--- src/design/kfac_pkg.sv ---
package kfac_pkg;
  // ---------------------------------------------------------------
  // register map (byte addresses, word aligned)
  // ---------------------------------------------------------------
  localparam logic [5:0] REG_CMD = 6'h00;
  localparam logic [5:0] REG_DATA0 = 6'h04;
  localparam logic [5:0] REG_DATA1 = 6'h08;
  localparam logic [5:0] REG_RSP = 6'h0c;
  localparam logic [5:0] REG_RDAT0 = 6'h10;
  localparam logic [5:0] REG_RDAT1 = 6'h14;
  localparam logic [5:0] REG_CFG = 6'h18;
  localparam logic [5:0] REG_KEYS = 6'h1c;
  localparam logic [5:0] REG_SAVE = 6'h20;
  localparam logic [5:0] REG_FANPWR = 6'h24;
  localparam logic [5:0] REG_PULSE = 6'h28;
  // ---------------------------------------------------------------
  // command and response codes
  // ---------------------------------------------------------------
  localparam logic [7:0] CMD_DIRECT = 8'h16;
  localparam logic [7:0] CMD_KEYREP = 8'h17;
  localparam logic [7:0] CMD_POLL = 8'h18;
  localparam logic [7:0] CMD_FAILSAFE = 8'h19;
  localparam logic [7:0] CMD_GLITCH = 8'h1a;
  localparam logic [7:0] CMD_FANQ = 8'h1b;
  localparam logic [7:0] RSP_FLAG = 8'h40;
  localparam logic [7:0] RSP_ERROR = 8'hc0;
  // ---------------------------------------------------------------
  // key and fan bits
  // ---------------------------------------------------------------
  localparam logic [5:0] KEY_UP_BIT = 6'h01;
  localparam logic [5:0] KEY_CONFIRM_BIT = 6'h02;
  localparam logic [5:0] KEY_ABORT_BIT = 6'h04;
  localparam logic [5:0] KEY_WEST_BIT = 6'h08;
  localparam logic [5:0] KEY_EAST_BIT = 6'h10;
  localparam logic [5:0] KEY_SOUTH_BIT = 6'h20;
  localparam logic [7:0] KEY_MASK_MAX = 8'h3f;
  localparam logic [7:0] FAN_MASK_MAX = 8'h0f;
  localparam logic [7:0] GLITCH_MAX = 8'h64;
  localparam logic [7:0] GLITCH_RESET = 8'h01;
  localparam logic [7:0] PWR_FULL = 8'h64;
  // ---------------------------------------------------------------
  // switch option bits
  // ---------------------------------------------------------------
  localparam int AUTO_POL_BIT = 0;
  localparam int RST_HIGH_BIT = 1;
  localparam int PWR_HIGH_BIT = 2;
  // ---------------------------------------------------------------
  // timing
  // ---------------------------------------------------------------
  localparam int CLK_HZ = 50000000;
  localparam int GLITCH_TICK_NS = 552500;
  localparam int GLITCH_TICK_CYC = GLITCH_TICK_NS / 20;
  localparam int FS_TICK_MS = 125;
  localparam int FS_TICK_CYC = (CLK_HZ / 1000) * FS_TICK_MS;
  localparam int PWM_STEPS = 100;
  localparam int PULSE_TICK_CYC = CLK_HZ / 32;
  typedef enum logic [1:0] {
    ST_IDLE = 2'b00,
    ST_EXEC = 2'b01,
    ST_DONE = 2'b10
  } kfac_state_t;
endpackage : kfac_pkg

--- src/design/kfac_top.sv ---
`timescale 1ns/100ps
module kfac_top (
  // clock and reset
  input wire logic CLK_I,
  input wire logic RST_I,
  // avalon-mm slave
  input wire logic [5:0] AVS_ADDRESS_I,
  input wire logic AVS_READ_I,
  input wire logic AVS_WRITE_I,
  input wire logic [31:0] AVS_WRITEDATA_I,
  input wire logic [3:0] AVS_BYTEENABLE_I,
  output logic [31:0] AVS_READDATA_O,
  output logic AVS_WAITREQUEST_O,
  // keypad and display
  input wire logic [5:0] KEYS_I,
  output logic [7:0] LCD_CMD_O,
  output logic LCD_CMD_STB_O,
  output logic [5:0] KEY_EVENT_O,
  output logic KEY_EVENT_PRESS_O,
  output logic KEY_EVENT_STB_O,
  // fans
  output logic [3:0] FAN_PWM_O,
  input wire logic [3:0] FAN_TACH_I,
  output logic [3:0] FAN_TACH_EDGE_O,
  // power switch lines
  input wire logic HOST_ON_DETECT_I,
  output logic SUPPLY_PULSE_OUT_O,
  output logic SUPPLY_PULSE_OUT_OE_O,
  output logic RESTART_PULSE_OUT_O,
  output logic RESTART_PULSE_OUT_OE_O
);
  import kfac_pkg::*;

  // ---------------------------------------------------------------
  // state
  // ---------------------------------------------------------------
  kfac_state_t state_reg;
  logic [7:0] cmd_reg;
  logic [31:0] data0_reg;
  logic [7:0] rsp_reg;
  logic [31:0] rdat0_reg;
  logic [7:0] rdat1_reg;
  logic rsp_valid_reg;
  logic [5:0] press_mask_reg;
  logic [5:0] release_mask_reg;
  logic [5:0] keys_prev_reg;
  logic [5:0] hist_press_reg;
  logic [5:0] hist_release_reg;
  logic [3:0] fs_mask_reg;
  logic [7:0] fs_timeout_reg;
  logic [7:0] fs_count_reg;
  logic [31:0] fs_div_reg;
  logic fs_expired_reg;
  logic [7:0] fan_pwr_reg [4];
  logic [7:0] glitch_reg [4];
  logic [7:0] switch_opt_reg;
  logic [7:0] pulse_len_reg;
  logic [15:0] tick_div_reg;
  logic [6:0] pwm_step_reg;
  logic [31:0] pulse_div_reg;
  logic [7:0] pulse_cnt_reg;
  logic pulse_sel_reg;
  logic pulse_act_reg;
  logic host_sense_reg;
  logic rd_ack_reg;
  logic [7:0] arg0;
  logic [7:0] arg1;
  logic start_cmd;
  logic ok;
  logic tick;
  logic [5:0] pressed_now;
  logic [5:0] released_now;

  assign arg0 = data0_reg[7:0];
  assign arg1 = data0_reg[15:8];
  assign start_cmd = AVS_WRITE_I && (AVS_ADDRESS_I == REG_CMD) && state_reg == ST_IDLE;
  assign tick = (tick_div_reg == 16'(GLITCH_TICK_CYC - 1));
  assign pressed_now = KEYS_I & ~keys_prev_reg;
  assign released_now = ~KEYS_I & keys_prev_reg;

  // ---------------------------------------------------------------
  // bus slave
  // ---------------------------------------------------------------
  // reads take one wait cycle; writes complete at once
  assign AVS_WAITREQUEST_O = AVS_READ_I && !rd_ack_reg;

  always_ff @(posedge CLK_I or posedge RST_I) begin
    if (RST_I) begin
      rd_ack_reg <= 1'b0;
      AVS_READDATA_O <= 32'h0;
    end else begin
      rd_ack_reg <= AVS_READ_I && !rd_ack_reg;
      // captured once per read so the data stands until the next read
      if (AVS_READ_I && !rd_ack_reg) begin
        case (AVS_ADDRESS_I)
          REG_CMD: AVS_READDATA_O <= {23'h0, rsp_valid_reg, cmd_reg};
          REG_DATA0: AVS_READDATA_O <= data0_reg;
          REG_RSP: AVS_READDATA_O <= {23'h0, rsp_valid_reg, rsp_reg};
          REG_RDAT0: AVS_READDATA_O <= rdat0_reg;
          REG_RDAT1: AVS_READDATA_O <= {24'h0, rdat1_reg};
          REG_CFG: AVS_READDATA_O <= {8'h0, pulse_len_reg, switch_opt_reg, 2'h0, release_mask_reg};
          REG_KEYS: AVS_READDATA_O <= {18'h0, press_mask_reg, 2'h0, KEYS_I};
          REG_SAVE: AVS_READDATA_O <= {glitch_reg[3], glitch_reg[2], glitch_reg[1], glitch_reg[0]};
          REG_FANPWR: AVS_READDATA_O <= {fan_pwr_reg[3], fan_pwr_reg[2], fan_pwr_reg[1], fan_pwr_reg[0]};
          REG_PULSE: AVS_READDATA_O <= {30'h0, pulse_sel_reg, pulse_act_reg};
          default: AVS_READDATA_O <= 32'h0;
        endcase
      end
    end
  end

  always_ff @(posedge CLK_I or posedge RST_I) begin
    if (RST_I) begin
      data0_reg <= 32'h0;
    end else if (AVS_WRITE_I && AVS_ADDRESS_I == REG_DATA0) begin
      data0_reg <= AVS_WRITEDATA_I;
    end
  end

  // ---------------------------------------------------------------
  // command engine
  // ---------------------------------------------------------------
  always_comb begin
    case (cmd_reg)
      CMD_DIRECT, CMD_POLL, CMD_FANQ: ok = 1'b1;
      CMD_KEYREP: ok = arg0 <= KEY_MASK_MAX && arg1 <= KEY_MASK_MAX;
      CMD_FAILSAFE: ok = arg0 >= 8'h01 && arg0 <= FAN_MASK_MAX;
      CMD_GLITCH: ok = data0_reg[7:0] <= GLITCH_MAX && data0_reg[15:8] <= GLITCH_MAX
                     && data0_reg[23:16] <= GLITCH_MAX && data0_reg[31:24] <= GLITCH_MAX;
      default: ok = 1'b0;
    endcase
  end

  always_ff @(posedge CLK_I or posedge RST_I) begin
    if (RST_I) begin
      state_reg <= ST_IDLE;
      cmd_reg <= 8'h0;
      rsp_reg <= 8'h0;
      rsp_valid_reg <= 1'b0;
      rdat0_reg <= 32'h0;
      rdat1_reg <= 8'h0;
    end else begin
      case (state_reg)
        ST_IDLE: begin
          if (start_cmd) begin
            cmd_reg <= AVS_WRITEDATA_I[7:0];
            rsp_valid_reg <= 1'b0;
            state_reg <= ST_EXEC;
          end else if (AVS_WRITE_I && AVS_ADDRESS_I == REG_RSP) begin
            rsp_valid_reg <= 1'b0;
          end
        end
        ST_EXEC: begin
          rdat0_reg <= 32'h0;
          rdat1_reg <= 8'h0;
          if (cmd_reg == CMD_POLL) begin
            rdat0_reg <= {8'h0, 2'h0, hist_release_reg | released_now, 2'h0,
                          hist_press_reg | pressed_now, 2'h0, KEYS_I};
          end else if (cmd_reg == CMD_FANQ) begin
            rdat0_reg <= {fan_pwr_reg[3], fan_pwr_reg[2], fan_pwr_reg[1], fan_pwr_reg[0]};
            rdat1_reg <= {4'h0, fs_mask_reg};
          end
          state_reg <= ST_DONE;
        end
        ST_DONE: begin
          rsp_reg <= ok ? (cmd_reg | RSP_FLAG) : RSP_ERROR;
          rsp_valid_reg <= 1'b1;
          state_reg <= ST_IDLE;
        end
        default: state_reg <= ST_IDLE;
      endcase
    end
  end

  // display pass-through
  always_ff @(posedge CLK_I or posedge RST_I) begin
    if (RST_I) begin
      LCD_CMD_O <= 8'h0;
      LCD_CMD_STB_O <= 1'b0;
    end else begin
      LCD_CMD_STB_O <= state_reg == ST_EXEC && cmd_reg == CMD_DIRECT;
      if (state_reg == ST_EXEC && cmd_reg == CMD_DIRECT) begin
        LCD_CMD_O <= arg0;
      end
    end
  end

  // ---------------------------------------------------------------
  // keypad
  // ---------------------------------------------------------------
  // boot-state store: a real part loads this from non-volatile memory
  always_ff @(posedge CLK_I or posedge RST_I) begin
    if (RST_I) begin
      press_mask_reg <= KEY_MASK_MAX[5:0];
      release_mask_reg <= KEY_MASK_MAX[5:0];
    end else if (state_reg == ST_EXEC && cmd_reg == CMD_KEYREP && ok) begin
      press_mask_reg <= arg0[5:0];
      release_mask_reg <= arg1[5:0];
    end
  end

  always_ff @(posedge CLK_I or posedge RST_I) begin
    if (RST_I) begin
      keys_prev_reg <= 6'h0;
      hist_press_reg <= 6'h0;
      hist_release_reg <= 6'h0;
    end else begin
      keys_prev_reg <= KEYS_I;
      if (state_reg == ST_EXEC && cmd_reg == CMD_POLL) begin
        hist_press_reg <= 6'h0;
        hist_release_reg <= 6'h0;
      end else begin
        hist_press_reg <= hist_press_reg | pressed_now;
        hist_release_reg <= hist_release_reg | released_now;
      end
    end
  end

  // one report per cycle; simultaneous events favour presses, all keys of the winning kind in one mask
  always_ff @(posedge CLK_I or posedge RST_I) begin
    if (RST_I) begin
      KEY_EVENT_O <= 6'h0;
      KEY_EVENT_PRESS_O <= 1'b0;
      KEY_EVENT_STB_O <= 1'b0;
    end else begin
      KEY_EVENT_STB_O <= |(pressed_now & press_mask_reg) || |(released_now & release_mask_reg);
      KEY_EVENT_PRESS_O <= |(pressed_now & press_mask_reg);
      KEY_EVENT_O <= (|(pressed_now & press_mask_reg)) ? pressed_now & press_mask_reg
                                                      : released_now & release_mask_reg;
    end
  end

  // ---------------------------------------------------------------
  // fan fail-safe
  // ---------------------------------------------------------------
  always_ff @(posedge CLK_I or posedge RST_I) begin
    if (RST_I) begin
      fs_mask_reg <= 4'h0;
      fs_timeout_reg <= 8'h0;
      fs_count_reg <= 8'h0;
      fs_div_reg <= 32'h0;
      fs_expired_reg <= 1'b0;
    end else begin
      if (state_reg == ST_EXEC && cmd_reg == CMD_FAILSAFE && ok) begin
        fs_mask_reg <= arg0[3:0];
        fs_timeout_reg <= arg1;
        fs_count_reg <= arg1;
        fs_div_reg <= 32'h0;
        fs_expired_reg <= 1'b0;
      end else if (AVS_WRITE_I && AVS_ADDRESS_I == REG_FANPWR) begin
        fs_count_reg <= fs_timeout_reg; // host refresh restarts the timeout
        fs_div_reg <= 32'h0;
        fs_expired_reg <= 1'b0;
      end else if (fs_mask_reg != 4'h0 && !fs_expired_reg) begin
        if (fs_div_reg == 32'(FS_TICK_CYC - 1)) begin
          fs_div_reg <= 32'h0;
          if (fs_count_reg <= 8'h01) begin
            fs_expired_reg <= 1'b1;
          end else begin
            fs_count_reg <= fs_count_reg - 8'h01;
          end
        end else begin
          fs_div_reg <= fs_div_reg + 32'h1;
        end
      end
    end
  end

  // ---------------------------------------------------------------
  // fan pwm and tach glitch filter, per fan
  // ---------------------------------------------------------------
  always_ff @(posedge CLK_I or posedge RST_I) begin
    if (RST_I) begin
      tick_div_reg <= 16'h0;
      pwm_step_reg <= 7'h0;
    end else if (tick) begin
      tick_div_reg <= 16'h0;
      pwm_step_reg <= (pwm_step_reg == 7'(PWM_STEPS - 1)) ? 7'h0 : pwm_step_reg + 7'h1;
    end else begin
      tick_div_reg <= tick_div_reg + 16'h1;
    end
  end

  genvar f;
  generate
    for (f = 0; f < 4; f++) begin : g_fan
      logic [7:0] eff_pwr;
      logic pwm_next;
      logic [7:0] blank_reg;
      logic [15:0] blank_div_reg;
      logic tach_prev_reg;
      assign eff_pwr = (fs_expired_reg && fs_mask_reg[f]) ? PWR_FULL : fan_pwr_reg[f];
      assign pwm_next = {1'b0, pwm_step_reg} < eff_pwr;
      always_ff @(posedge CLK_I or posedge RST_I) begin
        if (RST_I) begin
          fan_pwr_reg[f] <= 8'h0;
          glitch_reg[f] <= GLITCH_RESET;
          FAN_PWM_O[f] <= 1'b0;
          FAN_TACH_EDGE_O[f] <= 1'b0;
          blank_reg <= 8'h0;
          blank_div_reg <= 16'h0;
          tach_prev_reg <= 1'b0;
        end else begin
          if (AVS_WRITE_I && AVS_ADDRESS_I == REG_FANPWR && AVS_BYTEENABLE_I[f]) begin
            fan_pwr_reg[f] <= AVS_WRITEDATA_I[8*f +: 8];
          end
          if (state_reg == ST_EXEC && cmd_reg == CMD_GLITCH && ok) begin
            glitch_reg[f] <= data0_reg[8*f +: 8];
          end
          FAN_PWM_O[f] <= pwm_next;
          tach_prev_reg <= FAN_TACH_I[f];
          // loaded with the turn-on edge itself; own divider so no count is cut short
          if (pwm_next && !FAN_PWM_O[f]) begin
            blank_reg <= glitch_reg[f];
            blank_div_reg <= 16'h0;
          end else if (blank_reg != 8'h0) begin
            if (blank_div_reg == 16'(GLITCH_TICK_CYC - 1)) begin
              blank_div_reg <= 16'h0;
              blank_reg <= blank_reg - 8'h01;
            end else begin
              blank_div_reg <= blank_div_reg + 16'h1;
            end
          end
          FAN_TACH_EDGE_O[f] <= FAN_PWM_O[f] && blank_reg == 8'h0
                                && (FAN_TACH_I[f] != tach_prev_reg);
        end
      end
    end
  endgenerate

  // ---------------------------------------------------------------
  // power switch lines
  // ---------------------------------------------------------------
  // REG_PULSE write: bit0 start, bit1 selects reset line; REG_CFG bytes 1-2 hold options and length
  always_ff @(posedge CLK_I or posedge RST_I) begin
    if (RST_I) begin
      switch_opt_reg <= 8'h01;
      pulse_len_reg <= 8'h20;
    end else if (AVS_WRITE_I && AVS_ADDRESS_I == REG_CFG) begin
      if (AVS_BYTEENABLE_I[1]) begin
        switch_opt_reg <= AVS_WRITEDATA_I[15:8];
      end
      if (AVS_BYTEENABLE_I[2]) begin
        pulse_len_reg <= AVS_WRITEDATA_I[23:16];
      end
    end
  end

  always_ff @(posedge CLK_I or posedge RST_I) begin
    if (RST_I) begin
      pulse_act_reg <= 1'b0;
      pulse_sel_reg <= 1'b0;
      pulse_cnt_reg <= 8'h0;
      pulse_div_reg <= 32'h0;
      host_sense_reg <= 1'b0;
    end else begin
      if (!pulse_act_reg) begin
        host_sense_reg <= HOST_ON_DETECT_I;
      end
      if (!pulse_act_reg && AVS_WRITE_I && AVS_ADDRESS_I == REG_PULSE && AVS_WRITEDATA_I[0]) begin
        pulse_act_reg <= 1'b1;
        pulse_sel_reg <= AVS_WRITEDATA_I[1];
        pulse_cnt_reg <= pulse_len_reg;
        pulse_div_reg <= 32'h0;
      end else if (pulse_act_reg) begin
        if (pulse_div_reg == 32'(PULSE_TICK_CYC - 1)) begin
          pulse_div_reg <= 32'h0;
          if (pulse_cnt_reg <= 8'h01) begin
            pulse_act_reg <= 1'b0;
          end else begin
            pulse_cnt_reg <= pulse_cnt_reg - 8'h01;
          end
        end else begin
          pulse_div_reg <= pulse_div_reg + 32'h1;
        end
      end
    end
  end

  // auto polarity drives the line opposite to its idle level
  assign SUPPLY_PULSE_OUT_OE_O = pulse_act_reg && !pulse_sel_reg;
  assign RESTART_PULSE_OUT_OE_O = pulse_act_reg && pulse_sel_reg;
  assign SUPPLY_PULSE_OUT_O = switch_opt_reg[AUTO_POL_BIT] ? !host_sense_reg
                                                          : switch_opt_reg[PWR_HIGH_BIT];
  assign RESTART_PULSE_OUT_O = switch_opt_reg[AUTO_POL_BIT] ? !host_sense_reg
                                                           : switch_opt_reg[RST_HIGH_BIT];

endmodule : kfac_top

--- config.mk ---
export PLATFORM = sky130hd
export DESIGN_NAME = kfac_top
export DESIGN_NICKNAME = d
export VERILOG_FILES = /design/src/design/kfac_pkg.sv /design/src/design/kfac_top.sv
export SDC_FILE = /design/constraint.sdc
export NUM_CORES = 1
export LEC_CHECK = 0
export ABC_AREA = 1
export BUFFER_PORTS_ARGS = -buffer_cell sky130_fd_sc_hd__buf_4
export CAP_MARGIN = 10
export CORE_ASPECT_RATIO = 0.8
export CORE_MARGIN = 1.5
export CORE_UTILIZATION = 36
export CTS_BUF_LIST = sky130_fd_sc_hd__clkbuf_4
export DETAILED_ROUTE_END_ITERATION = 10
export PLACE_DENSITY = 0.54
export SLEW_MARGIN = 0
export SYNTH_ARGS = -nofsm -noshare
export SYNTH_HDL_FRONTEND = slang
export SYNTH_SLANG_ARGS = --single-unit
--- constraint.sdc ---
create_clock -name CLK_I -period 40.1 [get_ports CLK_I]
set_input_delay 12.03 -clock CLK_I [delete_from_list [all_inputs] [get_ports CLK_I]]
set_output_delay 12.03 -clock CLK_I [all_outputs]
set_load 0.005 [all_outputs]
==> results of run 1 <==
[synthesized netlist by cell type (all sizes together), types with 5 or more instances]
cell type / n / share of area, %
or2: 7 / 0.17
a21oi: 103 / 2.1
a221oi: 10 / 0.34
a211oi: 11 / 0.32
ha: 45 / 2.2
o211ai: 6 / 0.23
nor3: 91 / 1.9
nand3: 225 / 4.4
o21a: 11 / 0.32
dfrtp: 456 / 45
a22oi: 31 / 0.92
clkbuf: 44 / 0.66
o2111ai: 5 / 0.17
o21bai: 14 / 0.41
xnor2: 31 / 1.1
nand2: 793 / 12
a31oi: 7 / 0.17
xor2: 63 / 2.2
o22ai: 37 / 0.91
o32ai: 6 / 0.21
nand4: 73 / 1.9
nor4: 33 / 0.90
o31ai: 14 / 0.41
dfstp: 18 / 1.9
clkinv: 6 / 0.094
buf: 55 / 1.3
o21ai: 290 / 5.9
a21o: 5 / 0.15
nor3b: 5 / 0.15
inv: 423 / 6.2
nor2: 306 / 4.8
[power groups by stage]
stage	sequential, uW	combinational [uW]	clock, uW
2_1_floorplan	554	175	0
3_3_place_gp	572	221	0
4_1_cts	563	225	481
6_report	565	223	464
3_5_place_dp	571	225	0
5_1_grt	569	257	507
[worst paths after layout]
kind,start,endpoint,slack (ps),depth (start not counted)
worst max-delay path,AVS_READ_I,AVS_WAITREQUEST_O,15170,4
worst min-delay path,g_fan[1].tach_prev_reg$_DFF_PP0_,FAN_TACH_EDGE_O[1]$_DFF_PP0_,430,1
worst max register to register,data0_reg[3]$_DFFE_PP0P_,fs_div_reg[15]$_DFFE_PP0P_,35980,12
worst min register to register,g_fan[1].tach_prev_reg$_DFF_PP0_,FAN_TACH_EDGE_O[1]$_DFF_PP0_,430,1
max in group asynchronous,RST_I,cmd_reg[6]$_DFFE_PP0P_,26220,5
min in group asynchronous,RST_I,FAN_TACH_EDGE_O[1]$_DFF_PP0_,11130,2
[final cells by class]
cell class	count	area [sq um]
Sequential cell	474	11900
Clock inverter	35	218
Timing Repair Buffer	135	1030
Tap cell	924	1160
Antenna cell	4	10.0
Inverter	429	1620
Clock buffer	199	1490
Fill cell	7199	40600
Multi-Input combinational cell	2245	11400
[layout by cell type (no fill, tap or decap), drive strengths merged, types with 5 or more instances in the layout]
cell type  instances
a211oi            11
a21o               5
a21oi            103
a221oi            10
a22oi             31
a31oi              7
buf              135
clkbuf           199
clkinv            32
dfrtp            456
dfstp             18
ha                45
inv              428
nand2            793
nand3            225
nand4             73
nor2             306
nor3              91
nor3b              5
nor4              33
o2111ai            5
o211ai             6
o21a              11
o21ai            290
o21bai            14
o22ai             37
o31ai             14
o32ai              6
or2                7
xnor2             31
xor2              63
[metrics by stage]
stage | setup slack [ps] | total power (uW) | cells | hold WS [ps]
floorplan | 14880 | 728 | 3247 | 418
global placement | 15160 | 792 | 4207 | 424
detailed placement | 15160 | 796 | 4207 | 429
CTS | 15140 | 1270 | 4441 | 440
global route | 15040 | 1330 | 4444 | 461
finish | 15170 | 1250 | 4445 | 434
[layer usage]
metal,track usage [%],vias to the layer above
met5,0,-
met2,30.3,644
met1,33.0,10500
met3,5.56,132
met4,7.10,8
li1,-,11100
[cells by family after synthesis]
family	count (synthesis)	share of synthesized area [%]
buf+inv	528	8.30
simple gates	1544	26.5
fa+ha+maj	45	2.21
xor+xnor	94	3.24
flops	474	46.7
compound gates	560	12.9
mux	2	0.0886
[worst max-delay path: cells and delay by family]
kind,cells,cell delay [ps]
simple gates,1,540
buf+inv,3,340
==> impl_results.md, run 1 <==
- Final Max Slew Viols: 0
- Crit-path max FO: 12
- Largest stage delay, worst path: 540 ps
- Post-route clock period utilization: 62.2%
- Worst skew pair latency: 990 ps
- Net Count, Synth: 3349
- Layout cells sized above 1: 12.7%
- Initial Utilization: 36.6%
- Synthesized cell area: 25400 sq um
- Crit path capture type: output port
- Combinational power share: 17.8%
- Via/cell ratio: 5.04
- DR WL met3: 5710 um
- Synth warnings: 0
- Tmin final: 24930 ps
- Ys async rst share: 100%
- Boundary Pins: 119
- Status: completed
- Initial DRC Count: 1978
- Max-Cap Viols: 0
- Net Sw Power: 410 uW
- First-pass GRT wire length: 122000 um
- Finished Core Util: 41.6%
- Post-CTS setup buffers: 0
- WL/cell: 17.5 um
- Via count: 22400
- Max reg flops: 64
- Vias in the first global route: 21100
- Post-route cell area: 28800 sq um
- Die width: 300 um
- Pleak: 0.0138 uW
- Gr usage total: 21.9%
- Max layer used: met5
- Pwr per Cell Area: 43.4 nW/um^2
- WP data arrival: 12900 ps
- PostCTS Resize Cnt: 0
- Met2 routed WL: 31300 um
- Area of placed instances: 27100 sq um
- Crit start category: input port
- Clk sinks: 474
- Total grt overflow: 0
- Syn-to-layout area delta: 13.5%
- Total CTS buffers: 133
- Worst hold path type: reg -> reg
- Slowest CP cell: nor2_1
- Post-route setup TNS: 0 ps
- Final wirelength: 77700 um
- Syn Inst Count: 3247
- Sw frac: 32.7%
- Clk pwr share: 37.1%
- # hold bufs at CTS: 0
- Setup violators final: 0
- Req. time, crit path: 28070 ps
- Number of cell rows: 86
- Antenna Nets Post-Route: 0
- Root Driver: clkbuf_4
- CTS tree: yes
- Final net count: 3520
- Int Pwr: 842 uW
- First drt pass iteration count: 7
- Fin. Hold Viols: 0
- Clk_skew: 58.1 ps
- Post-Route M1 WL: 39100 um
- Post-Syn Area per Cell: 7.83 sq um
- Die area: 72200 sq um
- Residual DRC: 0
- Cell mode on critical path: buf_4
- RSZ-0062 raised after global routing: false
- Unique masters post-synth: 64
- Fmax: 40.1 MHz
- H-tree Lvls: 4
- Slew headroom: 26.2%
- Largest net degree at the start of global routing: 162
- Detailed Place HPWL: 55800 um
- Number of synthesized flops with an enable pin: 0
- GP Congestion: 0.893
- Core footprint: 69400 sq um
- Worst IR Drop VDD: 0.0269 mV
- Synthesized flop and latch total: 474
- Worst-Margin Slew: 1100 ps
- Die Y: 241 um
- Top_reg_cell synth: dfrtp_1
- CP Class: in -> out
- Post-synthesis sequential area ratio: 46.7%
- Initial antenna violation count: 7
- Port buffer count: 118
- Sequential power share: 45.1%
- Worst path cell trace: buf_4 > inv_1 > nor2_1 > buf_4
- CTS max path bufs: 3
- Clock transition at path regs: 60 ps
No activity file was read; power rests on OpenSTA's default activity.
==> inputs of run 2 (changes only) <==
clock period = 25.3 ns   (was 40.1 ns; I/O delays follow)
==> run 2 against run 1 <==
Net effect:
- sequential cell count unchanged
- register-to-register slack worse by 15000 ps
- count of clock-buffer cells in the layout grew 10
- setup slack lost 5900 ps
- hold slack better by 1.3 ps
- die area is the same
- non-clock buffer count unchanged
- critical path type unchanged
- largest power group unchanged
==> impl_results.md, run 2 (synthesis gave the netlist of run 1 again) <==
- Sw frac: 32.5% (was 32.7%)
- Fmax: 62.3 MHz
- H-tree Lvls: 4 (unchanged)
- Cell mode on critical path: buf_4 (unchanged)
- Finished Core Util: 41.7% (was 41.6%)
- Clk sinks: 474 (unchanged)
- Clk_skew: 56.3 ps (was 58.1 ps)
- Crit path capture type: output port (unchanged)
- Gr usage total: 21.8% (was 21.9%)
- Boundary Pins: 119 (unchanged)
- Sequential power share: 44.7% (was 45.1%)
- Via/cell ratio: 5.05 (was 5.04)
- # fillers: 7171 (was 7199)
- Vias in the first global route: 21100 (about the same)
- Worst skew pair latency: 1000 ps (was 990 ps)
- Largest net degree at the start of global routing: 144 (was 162)
- Int Pwr: 1350 uW (was 842 uW)
- Syn-to-layout area delta: 13.8% (was 13.5%)
- Max-Cap Viols: 0 (unchanged)
- Final net count: 3520 (unchanged)
- Post-route setup TNS: 0 ps (unchanged)
- Net Sw Power: 650 uW (was 410 uW)
- Final wirelength: 77700 um (about the same)
- Worst IR Drop VDD: 0.0409 mV (was 0.0269 mV)
- Total grt overflow: 0 (unchanged)
- Die area: 72200 sq um (unchanged)
- CTS max path bufs: 3 (unchanged)
- Antenna Nets Post-Route: 0 (unchanged)
- RSZ-0062 raised after global routing: false (unchanged)
- Final hold slack: 436 ps (was 434 ps)
- Die width: 300 um (unchanged)
- Pwr per Cell Area: 69.2 nW/um^2 (was 43.4 nW/um^2)
- Clk pwr share: 37.7% (was 37.1%)
- Slew headroom: 25.6% (was 26.2%)
- CTS tree: yes (unchanged)
- Tmin final: 16050 ps
- First drt pass iteration count: 5 (was 7)
- Crit start category: input port (unchanged)
- PostCTS Resize Cnt: 0 (unchanged)
- Port buffer count: 118 (unchanged)
- Cell family with most CP delay: simple AND/OR/NAND/NOR gates (unchanged)
- Detailed Place HPWL: 55600 um (was 55800 um)
- Total CTS buffers: 133 (unchanged)
- WP data arrival: 8460 ps (was 12900 ps)
- Residual DRC: 0 (unchanged)
- Max reg flops: 64 (unchanged)
- Fin. Hold Viols: 0 (unchanged)
- GP Congestion: 0.891 (was 0.893)
- Layout cells sized above 1: 13.0% (was 12.7%)
- Initial Utilization: 36.6% (unchanged)
- Req. time, crit path: 17710 ps (was 28070 ps)
- Status: completed (unchanged)
- Post-CTS setup buffers: 0 (unchanged)
- Combinational power share: 17.6% (was 17.8%)
- Via count: 22500 (was 22400)
- WL/cell: 17.4 um (was 17.5 um)
- Worst hold path type: reg -> reg (unchanged)
- Slowest CP cell: nor2_1 (unchanged)
- Worst-Margin Slew: 1110 ps (was 1100 ps)
- # hold bufs at CTS: 0 (unchanged)
- Largest stage delay, worst path: 540 ps (about the same)
- Setup slack at placement: 9240 ps (was 15160 ps)
- Initial DRC Count: 1858 (was 1978)
- CP Class: in -> out (unchanged)
- PnR Total Power: 2000 uW (was 1250 uW)
- Number of cell rows: 86 (unchanged)
- Initial antenna violation count: 6 (was 7)
- Final Max Slew Viols: 0 (unchanged)
- Worst path cell trace: buf_4 > inv_1 > nor2_1 > buf_4 (unchanged)
- Commonest non-fill, non-tap cell in the layout: nand2_1 (unchanged)
- Crit-path max FO: 12 (unchanged)
- Root Driver: clkbuf_4 (unchanged)
- Core footprint: 69400 sq um (unchanged)
- Clock transition at path regs: 60 ps (about the same)
- Pleak: 0.0138 uW (about the same)
- Setup violators final: 0 (unchanged)
- First-pass GRT wire length: 122000 um (about the same)
- Most frequent cells in the layout: nand2_1 (780), dfrtp_1 (456), inv_1 (398) (unchanged)
- Die Y: 241 um (unchanged)
- Post-route clock period utilization: 63.4%
- Buf/Inv on CP: 3 (unchanged)
- Setup ws final: 9250 ps (was 15170 ps)
run 2: changes by cell type in the layout (fill, tap and decap cells not counted):
| cell | delta |
|---|---|
| clkbuf_4 | +10 |
| clkinvlp_4 | -1 |
| inv_2 | +2 |
| clkinv_1 | -4 |
| diode_2 | +6 |
| clkinv_2 | +1 |
run 2: cell type report:
class	count	area (sq um)	area share, %
Sequential cell	474	11900	41.1
Inverter	429	1620	5.60
Clock buffer	209	1570	5.43
Clock inverter	33	208	0.718
Multi-Input combinational cell	2245	11400	39.5
Tap cell	924	1160	4.00
Antenna cell	10	25.0	0.0865
Timing Repair Buffer	135	1030	3.55
run 2: through the flow:
stage                     std cells  cell area [sq um]
after floorplan                3247              25400
after CTS                      4448              28900
after detailed placement       4206              27100
final                          4459              28900
after global routing           4455              28900
after global placement         4206              27100
run 2: metal layers:
metal / up-vias / global-route usage, % / routed length (um)
met3: 109 / 5.70 / 6870
met1: 10600 / 32.6 / 37800
met4: 6 / 6.84 / 1440
met2: 708 / 30.2 / 31500
met5: - / 0 / 41
li1: 11100 / - / -
run 2: path summary, 6_finish.rpt:
path,endpoint,slack [ps],from,depth (start not counted)
max,AVS_WAITREQUEST_O,9250,AVS_READ_I,4
min,FAN_TACH_EDGE_O[1]$_DFF_PP0_,440,g_fan[1].tach_prev_reg$_DFF_PP0_,1
max reg2reg,fs_div_reg[10]$_DFFE_PP0P_,21120,data0_reg[3]$_DFFE_PP0P_,13
min reg2reg,FAN_TACH_EDGE_O[1]$_DFF_PP0_,440,g_fan[1].tach_prev_reg$_DFF_PP0_,1
max in group asynchronous,pulse_div_reg[27]$_DFFE_PP0P_,15850,RST_I,5
min in group asynchronous,g_fan[1].blank_div_reg[8]$_DFFE_PP0P_,6700,RST_I,2
run 2: power groups by stage:
stage	sequential, uW	clock, uW	combinational, uW
after floorplan	878	0	277
after global placement	906	0	351
after detailed placement	905	0	355
after CTS	892	778	356
after global routing	902	817	408
final	895	753	352
